$ cat src/pkg/bidir_port_regs.vh
`ifndef BIDIR_PORT_REGS_VH
`define BIDIR_PORT_REGS_VH

// register offsets (byte addresses on the plain register port)
`define OFF_FIRST_PINS     8'h05
`define OFF_SECOND_PINS    8'h06
`define OFF_COMPARATOR     8'h1F
`define OFF_PULLUP_CFG     8'h81
`define OFF_FIRST_DIR      8'h85
`define OFF_SECOND_DIR     8'h86
`define OFF_REFERENCE      8'h9F
`define OFF_INT_CONTROL    8'h0B
`define OFF_INT_MASK       8'h8B

// reset values
`define RST_PULLUP_CFG     8'hFF
`define RST_FIRST_DIR      5'h1F
`define RST_SECOND_DIR     8'hFF
`define RST_COMPARATOR     8'h00
`define RST_REFERENCE      8'h00
`define RST_FIRST_LATCH    5'h00
`define RST_INT_MASK       8'h00

// field positions and masks
`define PULLUP_EN_N_BIT    7
`define CHANGE_FLAG_BIT    0
`define FIRST_PORT_MASK    8'h1F
`define COMPARATOR_MASK    8'hCF
`define REFERENCE_MASK     8'hEF
`define CHANGE_PIN_MASK    8'hF0
`define CMP_MODE_LSB       0
`define CMP_MODE_OFF       3'h7
`define CMP_ANALOG_ALL     4'hF
`define CMP_ANALOG_LOW2    4'h3
`define CMP_MODE_ALL_IN    3'h0
`define CMP_MODE_TWO_IN    3'h6

`endif

$ cat src/hw/bidir_port_with_change_irq.v
`timescale 1ns/10ps
`default_nettype none
`include "bidir_port_regs.vh"

module bidir_port_with_change_irq (
	input  wire       clk,
	input  wire       rst_n,
	input  wire [7:0] regAddr,
	input  wire [7:0] regWrData,
	input  wire       regWrStrobe,
	input  wire       regRdStrobe,
	output reg  [7:0] regRdData,
	input  wire [7:0] secondPortIn,
	output reg  [7:0] secondPortOut,
	output reg  [7:0] secondPortOe,
	output reg  [7:0] secondPortPullup,
	input  wire [4:0] firstPortIn,
	output reg  [4:0] firstPortOut,
	output reg  [4:0] firstPortOe,
	output reg        irqOut,
	output reg        wakeOut
);

	// change-flag state machine: idle or a mismatch still standing
	localparam [0:0] ST_MATCH    = 1'b0;
	localparam [0:0] ST_MISMATCH = 1'b1;

	reg  [7:0] secondLatch_reg;
	reg  [7:0] secondDir_reg;
	reg  [7:0] pullupCfg_reg;
	reg  [4:0] firstLatch_reg;
	reg  [4:0] firstDir_reg;
	reg  [7:0] comparator_reg;
	reg  [7:0] reference_reg;
	reg  [7:0] changeRef_reg;
	reg  [7:0] intStatus_reg;
	reg  [7:0] intMask_reg;
	reg        changeState_reg;

	reg  [7:0] rdNext;
	reg        changeState_next;
	wire [7:0] changeMask;
	wire [7:0] mismatch;
	wire       changeSeen;
	wire       secondRead;
	wire       secondWrite;
	wire [4:0] analogPins;
	wire [7:0] firstPinView;
	wire [7:0] intStatus_next;

	function hit;
		input [7:0] a;
		input [7:0] off;
		begin
			hit = (a == off);
		end
	endfunction

	// pins that the comparator mode claims as analog inputs
	function [4:0] analogOf;
		input [2:0] mode;
		begin
			case (mode)
				`CMP_MODE_ALL_IN: analogOf = {1'b0, `CMP_ANALOG_ALL};
				`CMP_MODE_OFF:    analogOf = 5'h00;
				`CMP_MODE_TWO_IN: analogOf = {3'b000, 2'b11};
				default:          analogOf = {1'b0, `CMP_ANALOG_ALL};
			endcase
		end
	endfunction

	assign secondRead  = regRdStrobe & hit(regAddr, `OFF_SECOND_PINS);
	assign secondWrite = regWrStrobe & hit(regAddr, `OFF_SECOND_PINS);
	assign analogPins  = analogOf(comparator_reg[`CMP_MODE_LSB +: 3]);
	assign firstPinView = {3'b000, firstPortIn & ~analogPins};

	// only input pins of the upper nibble take part
	assign changeMask = `CHANGE_PIN_MASK & secondDir_reg;
	assign mismatch   = (secondPortIn ^ changeRef_reg) & changeMask;
	// a read refreshes the reference this cycle, so a change landing on
	// the read cycle is absorbed and may not flag
	assign changeSeen = (|mismatch) & ~secondRead;

	always @* begin
		changeState_next = changeState_reg;
		case (changeState_reg)
			ST_MATCH:    if (changeSeen) changeState_next = ST_MISMATCH;
			ST_MISMATCH: if (!changeSeen) changeState_next = ST_MATCH;
			default:     changeState_next = ST_MATCH;
		endcase
	end

	// write-one-to-clear; a standing mismatch sets again and wins
	assign intStatus_next = ((regWrStrobe && hit(regAddr, `OFF_INT_CONTROL))
		? (intStatus_reg & ~regWrData) : intStatus_reg)
		| {7'h00, changeSeen};

	always @* begin
		rdNext = 8'h00;
		case (regAddr)
			`OFF_FIRST_PINS:  rdNext = firstPinView;
			`OFF_SECOND_PINS: rdNext = secondPortIn;
			`OFF_COMPARATOR:  rdNext = comparator_reg & `COMPARATOR_MASK;
			`OFF_PULLUP_CFG:  rdNext = pullupCfg_reg;
			`OFF_FIRST_DIR:   rdNext = {3'b000, firstDir_reg};
			`OFF_SECOND_DIR:  rdNext = secondDir_reg;
			`OFF_REFERENCE:   rdNext = reference_reg & `REFERENCE_MASK;
			`OFF_INT_CONTROL: rdNext = intStatus_reg;
			`OFF_INT_MASK:    rdNext = intMask_reg;
			default:          rdNext = 8'h00;
		endcase
	end

	always @(posedge clk or negedge rst_n) begin
		if (!rst_n) begin
			secondLatch_reg <= 8'h00;
			secondDir_reg   <= `RST_SECOND_DIR;
			pullupCfg_reg   <= `RST_PULLUP_CFG;
			firstLatch_reg  <= `RST_FIRST_LATCH;
			firstDir_reg    <= `RST_FIRST_DIR;
			comparator_reg  <= `RST_COMPARATOR;
			reference_reg   <= `RST_REFERENCE;
			changeRef_reg   <= 8'h00;
			intStatus_reg   <= 8'h00;
			intMask_reg     <= `RST_INT_MASK;
			changeState_reg <= ST_MATCH;
			regRdData       <= 8'h00;
		end else begin
			changeState_reg <= changeState_next;
			intStatus_reg   <= intStatus_next & 8'h01;
			if (regRdStrobe) begin
				regRdData <= rdNext;
			end else begin
				regRdData <= 8'h00;
			end
			// any read or write of port B ends the mismatch
			if (secondRead || secondWrite) begin
				changeRef_reg <= secondPortIn;
			end
			if (regWrStrobe) begin
				case (regAddr)
					// the write data is the CPU's modified copy of
					// the sampled pins; it lands at cycle end
					`OFF_SECOND_PINS: secondLatch_reg <= regWrData;
					`OFF_FIRST_PINS:  firstLatch_reg  <= regWrData[4:0];
					`OFF_SECOND_DIR:  secondDir_reg   <= regWrData;
					`OFF_FIRST_DIR:   firstDir_reg    <= regWrData[4:0];
					`OFF_PULLUP_CFG:  pullupCfg_reg   <= regWrData;
					`OFF_COMPARATOR:  comparator_reg  <= regWrData & `COMPARATOR_MASK;
					`OFF_REFERENCE:   reference_reg   <= regWrData & `REFERENCE_MASK;
					`OFF_INT_MASK:    intMask_reg     <= regWrData & 8'h01;
					default:          ;
				endcase
			end
		end
	end

	// pin drivers registered so every output leaves a flip-flop
	always @(posedge clk or negedge rst_n) begin
		if (!rst_n) begin
			secondPortOut    <= 8'h00;
			secondPortOe     <= 8'h00;
			secondPortPullup <= 8'h00;
			firstPortOut     <= 5'h00;
			firstPortOe      <= 5'h00;
			irqOut           <= 1'b0;
			wakeOut          <= 1'b0;
		end else begin
			secondPortOut    <= secondLatch_reg;
			secondPortOe     <= ~secondDir_reg;
			secondPortPullup <= {8{~pullupCfg_reg[`PULLUP_EN_N_BIT]}}
				& secondDir_reg;
			firstPortOut     <= firstLatch_reg;
			firstPortOe      <= ~firstDir_reg;
			irqOut           <= |(intStatus_reg & intMask_reg);
			// wake does not depend on the mask: sleep exit on any change of an upper-nibble input pin
			wakeOut          <= intStatus_reg[`CHANGE_FLAG_BIT];
		end
	end

endmodule // bidir_port_with_change_irq
`default_nettype wire

$ cat config.mk
export PLATFORM = sky130hd
export DESIGN_NAME = bidir_port_with_change_irq
export DESIGN_NICKNAME = d
export VERILOG_FILES = /design/src/hw/bidir_port_with_change_irq.v
export VERILOG_INCLUDE_DIRS = /design/src /design/src/pkg
export SDC_FILE = /design/constraint.sdc
export NUM_CORES = 1
export LEC_CHECK = 0
export BUFFER_PORTS_ARGS = -buffer_cell sky130_fd_sc_hd__buf_2
export CAP_MARGIN = 40
export CELL_PAD_IN_SITES_DETAIL_PLACEMENT = 0
export CELL_PAD_IN_SITES_GLOBAL_PLACEMENT = 2
export CORE_MARGIN = 5
export CORE_UTILIZATION = 40
export CTS_CLUSTER_SIZE = 28
export DETAILED_ROUTE_END_ITERATION = 12
export PLACE_DENSITY = 0.93
export SLEW_MARGIN = 20
export SYNTH_ARGS = -nofsm -noshare
export SYNTH_HDL_FRONTEND = slang
export SYNTH_SLANG_ARGS = --single-unit
$ cat constraint.sdc
create_clock -name clk -period 2.5 [get_ports clk]
set_input_delay 0.625 -clock clk [delete_from_list [all_inputs] [get_ports clk]]
set_output_delay 0.625 -clock clk [all_outputs]
set_load 0.01 [all_outputs]
==> metrics.txt <==
status finished, final reports clean; final hold viol count 0; critical path arrival 2280 ps; pwr/cell area 616.8 nW/µm²; cell count along the critical path 5; Period minus WS final about 2000 ps; all-layer global routing usage 0.1608; PortBufs 76; register area share after synthesis 0.6190; Yosys reg bits 97; largest net degree at the start of global routing 56; layout filler cell count 900; Post-synth top flop dfrtp_1; Post-Syn Nets 313; Mapped Area around 4000 µm²; initial antenna violation count 0; Critical path buffers and inverters 1; asr flop ratio synth 1.000; P_leak approximately 0.0022 µW; Worst R2R Start comparator_reg[1]$_DFFE_PN0P_; Area growth, synth to finish 19.00%; via count around 2500; max cap viols 0; Simple-Gate Fraction of Synth Area 0.1061; EDFF count, synth 0; Min-Delay Path Class in2async; fmax 502.4 MHz; vias per cell 5.004; global placement routability congestion between 0.8 and 0.9; Crit. End Element flop; Top-Level Pins just under 80; Synth Area in Compound Gates 0.06439; critical path cell sequence buf_2 -> nor3_4 -> nand3_2 -> nor2_2 -> mux2_2; first-pass GRT wire length 14.40 mm; setup slack, reg-to-reg 1290 ps; Crit path largest cell delay about 470 ps; Core Region ~9700 µm²; post-synthesis xor/xnor area fraction 0.008838; htree depth 3; peak supply drop approximately 0.26 mV; Sink Count 97; Clock Latency Late Sink 350 ps; Mapped Cells 280; CP max stage cell nor2_2; clock tree buffer depth 2; Clock Root Buffer clkbuf_8; final worst path period share 0.7962; synth warn 0; Setup Fix Bufs, Post-CTS 0; Setup TNS Final 0 ps; Total Wirelength roughly 9 mm; largest family of logic cells by synthesized area multiplexers; ant diodes 0; height of the die approximately 110 µm; Pre-antenna DRT Iters 4; row count 36; total CTS buffers 9; hpwl dp approximately 6.6 mm; Critical Path Start regAddr[5]; area of the multi-input gates ~1400 µm²; Remaining DRCs 0; DR WL/cell ~18 µm; Worst Tran Pin Value approximately 530 ps; Iter 0 DRT Violations 90; # setup viols final 0; Register Area 2454 µm²; Max Slew Vio Count 0; layout cells sized above 1 0.5135; Util after Layout 0.4848; Synth cell types 52; CTS resizes 0; ANT nets after route 0; RSZ-0062 raised after global routing no; critical path launch point type primary input; clk_skew roughly 6.4 ps; Clock Pin Slew Worst Setup and Hold Paths 90 ps; reg-to-reg endpoint regRdData[1]$_DFF_PN0_; Adder-Cell Fraction of Synth Area 0; CTS tree built; reg2reg path depth 4; slew margin rel. 0.6426; mux cell area share after synthesis 0.1749; Post-layout nets between 300 and 400; Congestion Overflow GR 0; CP endpoint secondDir_reg[4]$_DFFE_PN1P_; cts hold-fix bufs 0; Die ar. about 12000 µm²; Die Wd between 100 and 150 µm; syn_area_per_cell 14.16 µm²; Initial Util 0.4074; CP Class in2reg; vias in the first global route approximately 2700; CP Max Fanout 9; Top delay family on crit path simple AND/OR/NAND/NOR gates; Crit path required time around 2800 ps
[per-layer routing]
| layer | up-vias | share of wire | GRT usage |
|---|---|---|---|
| met4 | 0 | 0.016 | 0.06055 |
| met5 | - | 0 | 0 |
| met2 | 67 | 0.49 | 0.2568 |
| li1 | 1172 | - | - |
| met3 | 12 | 0.047 | 0.03053 |
| met1 | 1266 | 0.45 | 0.2182 |
[through the flow]
stage / power (µW) / area [µm²] / hold WS [ps] / cells / setup slack [ps]
after floorplan: 1846 / 3964 / 329.4 / 280 / 488.6
after global placement: 1986 / 4532 / 355.2 / 487 / 146.5
after detailed placement: 1995 / 4532 / 360.8 / 487 / 118.4
after CTS: 2946 / 4717 / 132.4 / 503 / 496.9
after global routing: 3051 / 4717 / 137.5 / 503 / 423.1
final: 2909 / 4717 / 142.5 / 503 / 509.6
[cells by family (layout without fill, tap and decap cells)]
logic type / after synthesis / in the layout
buffers and inverters: 24 / 114
muxes: 62 / 62
xor gates and xnor gates: 4 / 4
AOI/OAI and AO/OA: 33 / 33
DFF: 97 / 97
and+or+nand+nor: 60 / 60
[worst register-to-register path, cell delays in order (launching register included)]
cell	delay, ps
dfrtp_1	390
nand2_1	80
nor4_2	270
a32oi_1	160
a31oi_1	220
[cells in the mapped netlist (2+ instances only)]
library cell / number / area share
a22o_1: 6 / 0.013
nor2_1: 10 / 0.0095
clkbuf_1: 3 / 0.0028
inv_1: 14 / 0.013
nand3b_1: 3 / 0.0057
xor2_1: 4 / 0.0088
mux2i_1: 4 / 0.010
nand3_1: 6 / 0.0076
dfrtp_1: 76 / 0.48
mux2_2: 57 / 0.16
buf_2: 4 / 0.0051
dfstp_2: 21 / 0.14
nand2_1: 11 / 0.010
nand4bb_1: 3 / 0.0085
buf_4: 3 / 0.0057
nor3_4: 3 / 0.012
a2bb2oi_1: 2 / 0.0044
nor3_1: 2 / 0.0025
a22oi_1: 6 / 0.011
nor2_2: 3 / 0.0047
nand3_2: 3 / 0.0076
a21oi_1: 2 / 0.0025
a31oi_1: 5 / 0.0079
[layout make-up]
type	instances	share of cell area
sequential	97	0.5202
multi-input combinational	159	0.2976
timing repair buffer	84	0.09655
clock buffer	15	0.03740
tap	133	0.03528
inverter	14	0.01114
clock inverter	1	0.001857
[cells in the final DEF (no fill, tap or decap), types with 2 or more instances in the layout]
| cell type | instances |
|---|---|
| dfrtp_1 | 76 |
| buf_2 | 75 |
| mux2_2 | 57 |
| dfstp_2 | 21 |
| inv_1 | 14 |
| clkbuf_8 | 12 |
| nand2_1 | 11 |
| nor2_1 | 10 |
| buf_4 | 8 |
| a22o_1 | 6 |
| a22oi_1 | 6 |
| nand3_1 | 6 |
| a31oi_1 | 5 |
| mux2i_1 | 4 |
| xor2_1 | 4 |
| nor3_4 | 3 |
| nand3_2 | 3 |
| nand4bb_1 | 3 |
| nor2_2 | 3 |
| nand3b_1 | 3 |
| clkbuf_1 | 3 |
| nor3_1 | 2 |
| a21oi_1 | 2 |
| a2bb2oi_1 | 2 |
[worst min path at each step]
stage / start / endpoint / slack (ps) / depth (start not counted)
2_1_floorplan: rst_n / changeRef_reg[4]$_DFFE_PN0P_ / 330 / 0
3_3_place_gp: firstLatch_reg[0]$_DFFE_PN0P_ / firstPortOut[0]$_DFF_PN0_ / 360 / 0
3_5_place_dp: firstLatch_reg[0]$_DFFE_PN0P_ / firstPortOut[0]$_DFF_PN0_ / 360 / 0
4_1_cts: rst_n / secondPortOut[7]$_DFF_PN0_ / 130 / 1
5_1_grt: rst_n / secondPortOut[6]$_DFF_PN0_ / 140 / 1
6_report: rst_n / secondPortOut[7]$_DFF_PN0_ / 140 / 1
[power breakdown]
| part | switching [µW] | internal [µW] | leakage [µW] |
|---|---|---|---|
| logic | 146 | 112 | 0.000910 |
| registers | 42.8 | 1660 | 0.00120 |
| clock network | 502 | 448 | 0.0000939 |
Power figures use the tool's default switching activity.
